[config.mk]
export PLATFORM = sky130hd
export DESIGN_NAME = cpu_call_clear_complement_exec
export DESIGN_NICKNAME = d
export VERILOG_FILES = /design/src/core/cpu_exec_pkg.sv /design/src/core/phase_if.sv /design/src/core/phase_sequencer.sv /design/src/core/cpu_call_clear_complement_exec.sv
export SDC_FILE = /design/constraint.sdc
export NUM_CORES = 2
export LEC_CHECK = 0
export ABC_AREA = 1
export BUFFER_PORTS_ARGS = -buffer_cell sky130_fd_sc_hd__buf_4
export CAP_MARGIN = 40
export CORE_MARGIN = 2
export CORE_UTILIZATION = 40
export DETAILED_ROUTE_END_ITERATION = 10
export GPL_ROUTABILITY_DRIVEN = 0
export PLACE_DENSITY = 0.67
export SETUP_SLACK_MARGIN = 0.02
export SYNTH_ARGS = -nofsm -noshare
export SYNTH_HDL_FRONTEND = slang
export SYNTH_SLANG_ARGS = --single-unit
[constraint.sdc]
create_clock -name ref_clk -period 5.05 [get_ports ref_clk]
set_input_delay 0.2525 -clock ref_clk [delete_from_list [all_inputs] [get_ports ref_clk]]
set_output_delay 0.2525 -clock ref_clk [all_outputs]
set_load 0.03 [all_outputs]
[src/core/cpu_exec_pkg.sv]
// Constants, encodings and types of the call/clear/complement execute block
package cpu_exec_pkg;

  // ****************************************
  // Widths
  // ****************************************
  localparam int PC_W    = 21;
  localparam int DATA_W  = 8;
  localparam int DADDR_W = 12;
  localparam int BANK_W  = 4;
  localparam int INSTR_W = 16;
  localparam int BUS_AW  = 8;
  localparam int BUS_DW  = 32;

  // ****************************************
  // Opcode patterns
  // ****************************************
  localparam logic [7:0]  OP_BRANCH_HI = 8'he0;
  localparam logic [6:0]  OP_CALL1_TOP = 7'h76;
  localparam logic [3:0]  OP_CALL2_TOP = 4'hf;
  localparam logic [6:0]  OP_CLEAR_TOP = 7'h35;
  localparam logic [15:0] OP_KICK_WORD = 16'h0004;
  localparam logic [5:0]  OP_INV_TOP   = 6'h07;

  // ****************************************
  // Field positions and data layout
  // ****************************************
  localparam int BIT_BANK_SEL = 8;
  localparam int BIT_DEST     = 9;
  localparam int FLAG_Z       = 2;
  localparam int FLAG_N       = 4;
  localparam logic [7:0]        ACCESS_SPLIT   = 8'h80;
  localparam logic [BANK_W-1:0] ACCESS_LO_BANK = 4'h0;
  localparam logic [BANK_W-1:0] ACCESS_HI_BANK = 4'hf;
  localparam logic [PC_W-1:0]   PC_STEP        = 21'h000002;
  localparam logic [PC_W-1:0]   RET_OFS        = 21'h000004;

  // ****************************************
  // Register offsets (byte addresses)
  // ****************************************
  localparam logic [BUS_AW-1:0] OFS_CTRL     = 8'h00;
  localparam logic [BUS_AW-1:0] OFS_PC       = 8'h04;
  localparam logic [BUS_AW-1:0] OFS_ACC      = 8'h08;
  localparam logic [BUS_AW-1:0] OFS_FLAGS    = 8'h0c;
  localparam logic [BUS_AW-1:0] OFS_BANK     = 8'h10;
  localparam logic [BUS_AW-1:0] OFS_ACC_SH   = 8'h14;
  localparam logic [BUS_AW-1:0] OFS_FLAGS_SH = 8'h18;
  localparam logic [BUS_AW-1:0] OFS_BANK_SH  = 8'h1c;
  localparam logic [BUS_AW-1:0] OFS_STK_TOP  = 8'h20;
  localparam logic [BUS_AW-1:0] OFS_STK_PTR  = 8'h24;
  localparam logic [BUS_AW-1:0] OFS_POWER    = 8'h28;

  // ****************************************
  // Reset values
  // ****************************************
  localparam logic [PC_W-1:0]   PC_RST    = 21'h000000;
  localparam logic [7:0]        ACC_RST   = 8'h00;
  localparam logic [7:0]        FLAGS_RST = 8'h00;
  localparam logic [BANK_W-1:0] BANK_RST  = 4'h0;
  localparam logic              PWR_RST   = 1'h1;
  localparam int                STACK_DEPTH_DEF = 31;

  // ****************************************
  // Types
  // ****************************************
  typedef enum logic [1:0] {
    PH_Q1 = 2'b00, PH_Q2 = 2'b01, PH_Q3 = 2'b10, PH_Q4 = 2'b11
  } phase_e;

  typedef enum logic [1:0] {
    CY_NORMAL = 2'b00, CY_IDLE = 2'b01, CY_CALL2 = 2'b10
  } cycle_e;

  typedef enum logic [2:0] {
    OP_NONE   = 3'b000, OP_BRANCH = 3'b001, OP_CALL   = 3'b010,
    OP_CLEAR  = 3'b011, OP_KICK   = 3'b100, OP_INVERT = 3'b101
  } op_e;

endpackage : cpu_exec_pkg

[src/core/phase_if.sv]
// Phase handshake between the execute core and its phase sequencer
interface phase_if;
  cpu_exec_pkg::phase_e phase;
  logic                 advance;
  modport seq  (output phase, input advance);
  modport core (input phase, output advance);
endinterface : phase_if

[src/core/phase_sequencer.sv]
// Four-phase sequencer of the instruction cycle
module phase_sequencer (
  input  wire logic ref_clk,
  input  wire logic rst_n,
  phase_if.seq      ph
);

  typedef struct packed {
    cpu_exec_pkg::phase_e phase;
  } seq_s;

  seq_s r;
  seq_s n;

  // ****************************************
  // Phase step
  // ****************************************
  always_comb begin
    n = r;
    if (ph.advance) begin
      case (r.phase)
        cpu_exec_pkg::PH_Q1: n.phase = cpu_exec_pkg::PH_Q2;
        cpu_exec_pkg::PH_Q2: n.phase = cpu_exec_pkg::PH_Q3;
        cpu_exec_pkg::PH_Q3: n.phase = cpu_exec_pkg::PH_Q4;
        default:             n.phase = cpu_exec_pkg::PH_Q1;
      endcase
    end
  end

  always_ff @(posedge ref_clk) begin
    if (!rst_n) begin
      r.phase <= cpu_exec_pkg::PH_Q1;
    end else begin
      r <= n;
    end
  end

  assign ph.phase = r.phase;

endmodule : phase_sequencer

[src/core/cpu_call_clear_complement_exec.sv]
// Execute core for branch-if-null, call, clear, watchdog kick and invert
// Operation
// - Branch adds twice offset when null set
// - Taken branch two cycles, untaken one
// - Call reaches whole 2 Mbyte space
// - Call pushes address plus four first
// - Context bit set copies to shadows
// - Context bit clear keeps shadows
// - Target loads counter bits 20:1
// - Call is two words, fixed prefixes
// - Call takes two cycles, push first
// - Clear writes zero, sets null flag
// - Bank bit zero selects access bank
// - Bank bit one uses bank select
// - Kick resets watchdog and postscaler
// - Invert operand, update msb, null flags
// - Target bit zero writes accumulator
// - Target bit one writes memory
module cpu_call_clear_complement_exec #(
  parameter int STACK_DEPTH = cpu_exec_pkg::STACK_DEPTH_DEF
) (
  input  wire logic        ref_clk,
  input  wire logic        rst_n,
  input  wire logic [7:0]  busAddr,
  input  wire logic [31:0] busWdata,
  input  wire logic        busWrite,
  input  wire logic        busRead,
  output logic      [31:0] busRdata,
  output logic      [20:0] progAddr,
  input  wire logic [15:0] progData,
  output logic      [11:0] dataAddr,
  output logic             dataRead,
  input  wire logic [7:0]  dataRdata,
  output logic             dataWrite,
  output logic      [7:0]  dataWdata,
  output logic             watchdogClear
);

  localparam int SP_W = $clog2(STACK_DEPTH + 1);

  if (STACK_DEPTH < 1 || STACK_DEPTH > 255) begin : g_depth_check
    $error("STACK_DEPTH must lie in 1..255");
  end

  typedef struct packed {
    logic                             running;
    logic                             ctrlRun;
    cpu_exec_pkg::cycle_e             cycle;
    cpu_exec_pkg::op_e                op;
    logic [15:0]                      instr;
    logic [20:0]                      pc;
    logic [20:0]                      instrAddr;
    logic [7:0]                       acc;
    logic [7:0]                       flags;
    logic [3:0]                       bank;
    logic [7:0]                       accSh;
    logic [7:0]                       flagsSh;
    logic [3:0]                       bankSh;
    logic [SP_W-1:0]                  sp;
    logic [STACK_DEPTH-1:0][20:0]     stack;
    logic [7:0]                       kLow;
    logic                             ctxCopy;
    logic [11:0]                      dAddr;
    logic [7:0]                       operand;
    logic [7:0]                       result;
    logic                             toDest;
    logic                             timeout;
    logic                             sleep;
    logic                             kick;
    logic [31:0]                      rdata;
  } state_s;

  state_s r;
  state_s n;
  phase_if ph ();

  phase_sequencer u_phase (
    .ref_clk (ref_clk),
    .rst_n   (rst_n),
    .ph      (ph.seq)
  );

  // ****************************************
  // Functions
  // ****************************************
  function automatic cpu_exec_pkg::op_e decode(input logic [15:0] w);
    if (w[15:8] == cpu_exec_pkg::OP_BRANCH_HI) begin
      return cpu_exec_pkg::OP_BRANCH;
    end else if (w[15:9] == cpu_exec_pkg::OP_CALL1_TOP) begin
      return cpu_exec_pkg::OP_CALL;
    end else if (w[15:9] == cpu_exec_pkg::OP_CLEAR_TOP) begin
      return cpu_exec_pkg::OP_CLEAR;
    end else if (w == cpu_exec_pkg::OP_KICK_WORD) begin
      return cpu_exec_pkg::OP_KICK;
    end else if (w[15:10] == cpu_exec_pkg::OP_INV_TOP) begin
      return cpu_exec_pkg::OP_INVERT;
    end
    return cpu_exec_pkg::OP_NONE;
  endfunction : decode

  function automatic logic [11:0] dataAddress(input logic [7:0] f,
                                              input logic       sel,
                                              input logic [3:0] bsel);
    if (!sel) begin
      return {(f < cpu_exec_pkg::ACCESS_SPLIT) ? cpu_exec_pkg::ACCESS_LO_BANK
                                               : cpu_exec_pkg::ACCESS_HI_BANK, f};
    end
    return {bsel, f};
  endfunction : dataAddress

  function automatic logic [20:0] stackTop(input state_s s);
    if (s.sp == '0) begin
      return '0;
    end
    return s.stack[s.sp - SP_W'(1)];
  endfunction : stackTop

  // ****************************************
  // Next state
  // ****************************************
  logic [20:0] brOfs;
  logic        memOp;
  assign brOfs = {{12{r.instr[7]}}, r.instr[7:0], 1'b0};
  assign memOp = (r.op == cpu_exec_pkg::OP_CLEAR) || (r.op == cpu_exec_pkg::OP_INVERT);
  always_comb begin
    n = r;
    n.kick = 1'b0;
    n.rdata = '0;
    // Bus writes; core registers only while halted
    if (busWrite) begin
      case (busAddr)
        cpu_exec_pkg::OFS_CTRL:  n.ctrlRun = busWdata[0];
        cpu_exec_pkg::OFS_POWER: begin
          n.timeout = busWdata[0];
          n.sleep = busWdata[1];
        end
        default: begin
        end
      endcase
    end
    if (busWrite && !r.running) begin
      case (busAddr)
        cpu_exec_pkg::OFS_PC:    n.pc = {busWdata[20:1], 1'b0};
        cpu_exec_pkg::OFS_ACC:   n.acc = busWdata[7:0];
        cpu_exec_pkg::OFS_FLAGS: n.flags = busWdata[7:0];
        cpu_exec_pkg::OFS_BANK:  n.bank = busWdata[3:0];
        default: begin
        end
      endcase
    end
    if (busRead) begin
      case (busAddr)
        cpu_exec_pkg::OFS_CTRL:     n.rdata = {30'h0, r.running, r.ctrlRun};
        cpu_exec_pkg::OFS_PC:       n.rdata = 32'(r.pc);
        cpu_exec_pkg::OFS_ACC:      n.rdata = 32'(r.acc);
        cpu_exec_pkg::OFS_FLAGS:    n.rdata = 32'(r.flags);
        cpu_exec_pkg::OFS_BANK:     n.rdata = 32'(r.bank);
        cpu_exec_pkg::OFS_ACC_SH:   n.rdata = 32'(r.accSh);
        cpu_exec_pkg::OFS_FLAGS_SH: n.rdata = 32'(r.flagsSh);
        cpu_exec_pkg::OFS_BANK_SH:  n.rdata = 32'(r.bankSh);
        cpu_exec_pkg::OFS_STK_TOP:  n.rdata = 32'(stackTop(r));
        cpu_exec_pkg::OFS_STK_PTR:  n.rdata = 32'(r.sp);
        cpu_exec_pkg::OFS_POWER:    n.rdata = {30'h0, r.sleep, r.timeout};
        default:                    n.rdata = '0;
      endcase
    end
    if (!r.running) begin
      n.running = r.ctrlRun;
    end else begin
      case (ph.phase)
        cpu_exec_pkg::PH_Q1: begin
          case (r.cycle)
            cpu_exec_pkg::CY_NORMAL: begin
              n.instr = progData;
              n.instrAddr = r.pc;
              n.pc = r.pc + cpu_exec_pkg::PC_STEP;
              n.op = decode(progData);
              n.dAddr = dataAddress(progData[7:0], progData[cpu_exec_pkg::BIT_BANK_SEL],
                                    r.bank);
              n.toDest = progData[cpu_exec_pkg::BIT_DEST];
              n.kLow = progData[7:0];
              n.ctxCopy = progData[cpu_exec_pkg::BIT_BANK_SEL];
            end
            cpu_exec_pkg::CY_CALL2: begin
              n.instr = progData;
              n.pc = r.pc + cpu_exec_pkg::PC_STEP;
            end
            default: begin
              n.op = cpu_exec_pkg::OP_NONE;
            end
          endcase
        end
        cpu_exec_pkg::PH_Q3: begin
          case (r.op)
            cpu_exec_pkg::OP_INVERT: begin
              n.operand = dataRdata;
              n.result = ~dataRdata;
            end
            cpu_exec_pkg::OP_CLEAR: begin
              n.result = 8'h00;
            end
            cpu_exec_pkg::OP_KICK: begin
              n.kick = 1'b1;
            end
            cpu_exec_pkg::OP_CALL: begin
              if (r.cycle == cpu_exec_pkg::CY_NORMAL) begin
                if (r.sp < SP_W'(STACK_DEPTH)) begin
                  n.stack[r.sp] = r.instrAddr + cpu_exec_pkg::RET_OFS;
                  n.sp = r.sp + SP_W'(1);
                end else begin
                  n.stack[STACK_DEPTH-1] = r.instrAddr + cpu_exec_pkg::RET_OFS;
                end
                if (r.ctxCopy) begin
                  n.accSh = r.acc;
                  n.flagsSh = r.flags;
                  n.bankSh = r.bank;
                end
              end
            end
            default: begin
            end
          endcase
        end
        cpu_exec_pkg::PH_Q4: begin
          n.cycle = cpu_exec_pkg::CY_NORMAL;
          case (r.op)
            cpu_exec_pkg::OP_BRANCH: begin
              if (r.cycle == cpu_exec_pkg::CY_NORMAL && r.flags[cpu_exec_pkg::FLAG_Z]) begin
                n.pc = r.pc + brOfs;
                n.cycle = cpu_exec_pkg::CY_IDLE;
              end
            end
            cpu_exec_pkg::OP_CALL: begin
              if (r.cycle == cpu_exec_pkg::CY_NORMAL) begin
                n.cycle = cpu_exec_pkg::CY_CALL2;
              end else begin
                n.pc = {r.instr[11:0], r.kLow, 1'b0};
              end
            end
            cpu_exec_pkg::OP_CLEAR: begin
              n.flags[cpu_exec_pkg::FLAG_Z] = 1'b1;
            end
            cpu_exec_pkg::OP_INVERT: begin
              n.flags[cpu_exec_pkg::FLAG_Z] = (r.result == 8'h00);
              n.flags[cpu_exec_pkg::FLAG_N] = r.result[7];
              if (!r.toDest) begin
                n.acc = r.result;
              end
            end
            cpu_exec_pkg::OP_KICK: begin
              n.timeout = 1'b1;
              n.sleep = 1'b1;
            end
            default: begin
            end
          endcase
          // Halt only on an instruction boundary
          if (n.cycle == cpu_exec_pkg::CY_NORMAL) begin
            n.running = r.ctrlRun;
          end
        end
        default: begin
        end
      endcase
    end
  end

  always_ff @(posedge ref_clk) begin
    if (!rst_n) begin
      r <= '0;
      r.pc <= cpu_exec_pkg::PC_RST;
      r.acc <= cpu_exec_pkg::ACC_RST;
      r.flags <= cpu_exec_pkg::FLAGS_RST;
      r.bank <= cpu_exec_pkg::BANK_RST;
      r.timeout <= cpu_exec_pkg::PWR_RST;
      r.sleep <= cpu_exec_pkg::PWR_RST;
    end else begin
      r <= n;
    end
  end

  // ****************************************
  // Outputs
  // ****************************************
  assign ph.advance = r.running;
  assign busRdata = r.rdata;
  assign progAddr = r.pc;
  assign dataAddr = r.dAddr;
  assign dataWdata = r.result;
  assign watchdogClear = r.kick;
  assign dataRead = r.running && ph.phase == cpu_exec_pkg::PH_Q2 && memOp;
  assign dataWrite = r.running && ph.phase == cpu_exec_pkg::PH_Q4
                     && (r.op == cpu_exec_pkg::OP_CLEAR
                         || (r.op == cpu_exec_pkg::OP_INVERT && r.toDest));
endmodule : cpu_call_clear_complement_exec

## Word level (Yosys, flattened, before mapping)

Index checks and enable logic that the tools add are counted.

| word-level totals | value |
|---|---|
| input bits | 68 |
| logic and storage cells | 198 |
| flip-flop bits (word level) | 824 |
| output and inout port bits | 76 |

| cells by class | value |
|---|---|
| bitwise logic cells | 2 |
| order comparisons | 5 |
| mux-type cells | 74 |
| equal/unequal tests | 24 |
| reductions and logical operators | 32 |
| add/sub/neg operators | 5 |

Operators with widths:

| kind | number |
|---|---|
| 651-bit bitwise mux | 1 |
| 21-bit 2-to-1 mux | 12 |
| 21-bit one-hot mux with 11 select lines | 1 |
| 21-bit binary-select mux with 5-bit select | 1 |
| 21-bit demux with 5-bit select | 1 |
| 21-bit one-hot mux with 2 select lines | 2 |
| 50-bit 2-to-1 mux | 1 |
| 8-bit 2-to-1 mux | 5 |
| 8-bit by 5-bit == test with 1-bit output (second input constant) | 4 |
| 1-bit 2-to-1 mux | 26 |
| 8-bit by 6-bit == test with 1-bit output (second input constant) | 3 |
| 12-bit 2-to-1 mux | 2 |
| 21-bit by 2-bit adder with 21-bit output (second input constant) | 1 |
| 21-bit adder | 1 |
| 21-bit by 3-bit adder with 21-bit output (second input constant) | 1 |
| 3-bit 2-to-1 mux | 7 |
| 20-bit 2-to-1 mux | 1 |
| 16-bit by 3-bit == test with 1-bit output (second input constant) | 1 |
| 8-bit by 4-bit == test with 1-bit output (second input constant) | 2 |
| 8-bit logical NOT | 2 |
| 8-bit one-hot mux with 2 select lines | 1 |
| 3-bit AND reduction | 5 |
| 2-bit 2-to-1 mux | 7 |
| 5-bit by 6-bit less-than comparator with 1-bit output (second input constant) | 2 |
| 32 further kinds | 52 |

## Logic depth before layout (Yosys ltp)

| logic depth | value |
|---|---|
| word-level depth | 11 |
| depth in mapped cells | 16 |
| depth with buffers taken out | 15 |

## By module

Synthesis repeated with hierarchy kept, for this count alone.

| second synthesis, totals | value |
|---|---|
| cell total of the unflattened synthesis | 5,293 |
| area total of the unflattened synthesis | 37,274.5 sq um |

By module, submodules not included:

| module | sequential area each (sq um) | cells an instance | area each (sq um) | instances |
|---|---|---|---|---|
| cpu_call_clear_complement_exec | 16,075.4 | 5,279 | 37,156.9 | 1 |
| phase_sequencer | 40.0 | 14 | 117.6 | 1 |

## Worst setup path before layout

OpenSTA, ideal clock, no wires.

| path | value |
|---|---|
| path kind | register -> register |
| from | register r[724] in the netlist's numbering |
| to | register r (netlist bit busRdata[17]) |
| data required time | 4.918 ns |
| library setup time | 0.132 ns |
| cell stages (with the launch flop) | 17 |
| period minus slack after synthesis | 2.697 ns |
| buffers on the path | 6 |
| slack | 2.353 ns |
| data arrival time | 2.564 ns |
| path through | dfxtp_1 > buf_2 > inv_2 > buf_2 > buf_1 > ha_1 > buf_2 > inv_2 > clkbuf_1 > clkbuf_1 > nand3_1 > nand3_1 > nand3_1 > nand2_1 > nand2_1 > nand3_1 > a21oi_1 |

| on the way | value |
|---|---|
| longest elaborated chain between the ends | 6 |
| elaborated cells on any way between the ends | 9 |
| classes of those cells | 1 x add/sub; 7 x mux; 1 x reduce/logical |

RTL lines:

| what | RTL line | RTL |
|---|---|---|
| start: declaration | cpu_call_clear_complement_exec.sv:73 | `state_s r;` |
| start signal: assignment | cpu_call_clear_complement_exec.sv:278 | `r <= n;` |
| parallel branches: the longest is 4 deep, another holds 5-bit by 1-bit subtractor with 5-bit output | -- |  |
| 21-bit 2-to-1 mux (*) | cpu_call_clear_complement_exec.sv:115 | `return s.stack[s.sp - SP_W'(1)];` |
| 21-bit one-hot mux with 11 select lines (*) | cpu_call_clear_complement_exec.sv:152 | `case (busAddr)` |

Every way passes the cells marked *. The select of a mux whose other input is x is not followed.
A chain may end at the register's enable or synchronous reset.

## Worst setup path after layout

| path | value |
|---|---|
| from | register r[724] in the netlist's numbering |
| to | register r (netlist bit busRdata[2]) |

Same word-level chain as after synthesis.

==> results.md <==
- First-pass detailed-route iteration total: 6
- Worst path required time: 5630 ps
- Die ar.: 95740 µm²
- Gate count of the mapped netlist: 5311
- Fin. max-slew vios: 0
- Multi-input logic area: 18220 µm²
- Clock sink total: 805
- H-tree levels: 3
- Post-synthesis sequential area ratio: 43.19%
- DRC violations left: 0
- Post-Synthesis Cell Area: 37310 µm²
- Fin nets: 5234
- Clock Root Buffer: clkbuf_16
- Worst slew pin tran: 1099 ps
- Io pins: 144
- WHS: 24.71 ps
- Syn_area_per_cell: 7.026 µm²
- Hold depth: 5
- Placed Cells: 6270
- Clock transition at the registers of the reported paths: 60 ps
- Simple-gate portion of the synthesized area: 22.71%
- Share of post-route cells with drive strength above 1: 8.525%
- Hold Crit Start: busWdata[10]
- Final ANT Viol Nets: 0
- Critical path capture point type: register
- Relative slew slack: 26.14%
- Post_cts resized: 0
- Fillers: 9171
- Initial antenna violation count: 1
- Worst setup SP type: register
- Synth Register Bits: 805
- FF-to-FF path depth: 10
- Final Util: 45.78%
- TritonCTS clock tree: done
- Tightest Hold Check Type: input pin to register
- Most common cell after layout, fill and taps aside: nand2_1
- Hold Buf Count CTS: 30
- Final worst path period share: 69.71%
- Number of vias per cell: 5.567
- CTS buffer count: 86
- Worst-Skew Late Latency: 670 ps
- Final Hold Viols: 0
- R2R Setup Slk: 1530 ps
- Yosys cell types: 51
- Crit Reg-Reg Startpoint: r[724]
- Die H: 309.4 µm
- # setup viols final: 0
- Worst Skew: 30.68 ps
- Vias in the first global route: 33300
- First DRT Iteration DRCs: 3981
- Hold EP: progAddr[10]
- Largest family of logic cells by synthesized area: compound AO/OA/AOI/OAI gates
- Pleak: 16.27 nW
- Die W: 309.4 µm
- Post-synthesis mux area share: 0%
- Layout Cells excl Fill: 6463
- Total chip power: 13.21 mW
- Most frequent cells in the layout: nand2_1 (1076), a21oi_1 (848), dfxtp_1 (804)
- Aggregate routed wire length: 119700 µm
- Clock buffer depth: 3
- GRT Total Usage: 24.38%
- Reg-to-reg endpoint: busRdata[2]
- Crit-path max FO: 77
- Async SR Flop Fraction: 0%
- Wire per inst: 18.52 µm
- Kind of critical path: register to register
- Global-route wire length before repair: 187600 µm
- Postcts setup bufs: 0
- Run status: finished clean
- Port Buffers: 121
- Max_cap viols: 0
- Largest net degree at the start of global routing: 246
- Cell Rows: 112
- Final setup TNS: 0 ps
- Initial Util: 40.16%
- Pwr per Cell Area: 310.7 nW/µm²
- Worst EP arrival: 4100 ps
- Fin crit period: 3520 ps
- YS warnings: 0
- Adder-cell share of the synthesized area: 1.093%
- P&R area growth vs syn: 13.99%
- Compound-gate portion of the synthesized area: 23.54%
- Core Area: 92910 µm²
- Worst vdd ir: 0.0002527 V
- FMAX: 284.1 MHz
- Post-synth EDFFs: 0
- Area occupied by registers: 16120 µm²
- Global route overflow: 0
- Detailed-route via count: 35980
- Dpl hpwl: 72770 µm
- Unrepaired setup endpoints after global routing: no
- XOR/XNOR Fraction of Synth Area: 0.5801%
- Top_reg_cell synth: dfxtp_1
==> power breakdown <==
| group | internal, mW | switching, mW |
|---|---|---|
| registers | 6.35 | 0.00338 |
| clock network | 3.86 | 2.76 |
| logic | 0.0771 | 0.161 |
| total | 10.3 | 2.93 |
==> cell type report <==
type | count | area share, %
diodes | 1 | 0.005884
clock buffers | 127 | 5.916
clock inverters | 35 | 1.112
inverters | 243 | 2.177
multi-input cells | 3752 | 42.83
flip-flops and latches | 805 | 37.90
well taps | 1254 | 3.689
repair buffers | 246 | 6.372
==> cell usage after synthesis (3+ instances only) <==
library cell / number / area (µm²)
o31ai_1: 6 / 45.04
o211ai_1: 10 / 75.07
nand2_1: 1076 / 4039
inv_1: 229 / 859.6
nand4_1: 21 / 131.4
clkbuf_2: 6 / 30.03
o21ai_1: 153 / 765.7
xnor2_1: 5 / 43.79
clkbuf_1: 330 / 1239
nand3b_1: 7 / 52.55
ha_1: 31 / 387.9
a211oi_1: 17 / 127.6
dfxtp_1: 805 / 16120
inv_2: 13 / 48.80
buf_1: 17 / 63.81
o21bai_1: 4 / 30.03
nand3_1: 584 / 2923
o22ai_1: 8 / 50.05
a211oi_2: 7 / 87.58
nand2_4: 3 / 33.78
buf_2: 78 / 390.4
buf_4: 90 / 675.7
a31oi_1: 9 / 56.30
nor4_1: 6 / 37.54
nor2_2: 15 / 93.84
nor2_1: 194 / 728.2
a21oi_1: 849 / 4249
o21ai_0: 630 / 3153
a221oi_1: 4 / 35.03
xor2_1: 16 / 140.1
nor3_1: 51 / 255.2
nor2_4: 8 / 90.09
nand2_2: 3 / 18.77
==> per-stage QoR <==
step	cell area (µm²)	setup WS [ps]
floorplan	37350	2353
global placement	38230	1611
detailed placement	39240	1656
CTS	42530	1622
global route	42530	1379
finish	42530	1530
==> worst max-delay path: stages (launching register included) <==
cell,delay [ps]
dfxtp_4,510
buf_4,700
buf_4,820
nand2_1,110
nand3_1,120
nand3_1,100
nand2_1,140
a21oi_1,70
o31ai_1,240
nand3_1,320
a21oi_1,200
==> registers in the layout, summed over array words and instances (netlist names), 2 cells and up <==
name and cells:
r 738, brOfs 8, busRdata 21, dataWdata 8, progAddr 21, dataAddr 5, u_phase.ph.phase 2
==> how the worst max path moves through the flow <==
stage                 from           end  slack (ps)
floorplan           r[724]  busRdata[17]        2350
global placement    r[724]   busRdata[2]        1610
detailed placement  r[724]   busRdata[2]        1660
CTS                 r[724]   busRdata[2]        1620
global route        r[724]   busRdata[2]        1380
finish              r[724]   busRdata[2]        1530
==> kinds of logic (layout without fill, tap and decap cells) <==
logic type / Yosys count / in the layout
XOR/XNOR: 23 / 23
flip-flops: 805 / 805
adder cells (fa/ha/maj): 32 / 32
other: 1 / 12
AO/OA/AOI/OAI: 1710 / 1710
buffers and inverters: 764 / 651
AND/OR/NAND/NOR: 1976 / 1976
==> metal layers <==
| metal | GRT usage [%] | vias to the layer above | wire length, µm |
|---|---|---|---|
| li1 | - | 17550 | - |
| met1 | 33.79 | 16800 | 52550 |
| met2 | 38.85 | 1404 | 54600 |
| met3 | 3.443 | 220 | 8794 |
| met4 | 8.252 | 2 | 3730 |
| met5 | 0 | - | 13 |
Note: power is estimated with default switching activity, not from simulation.
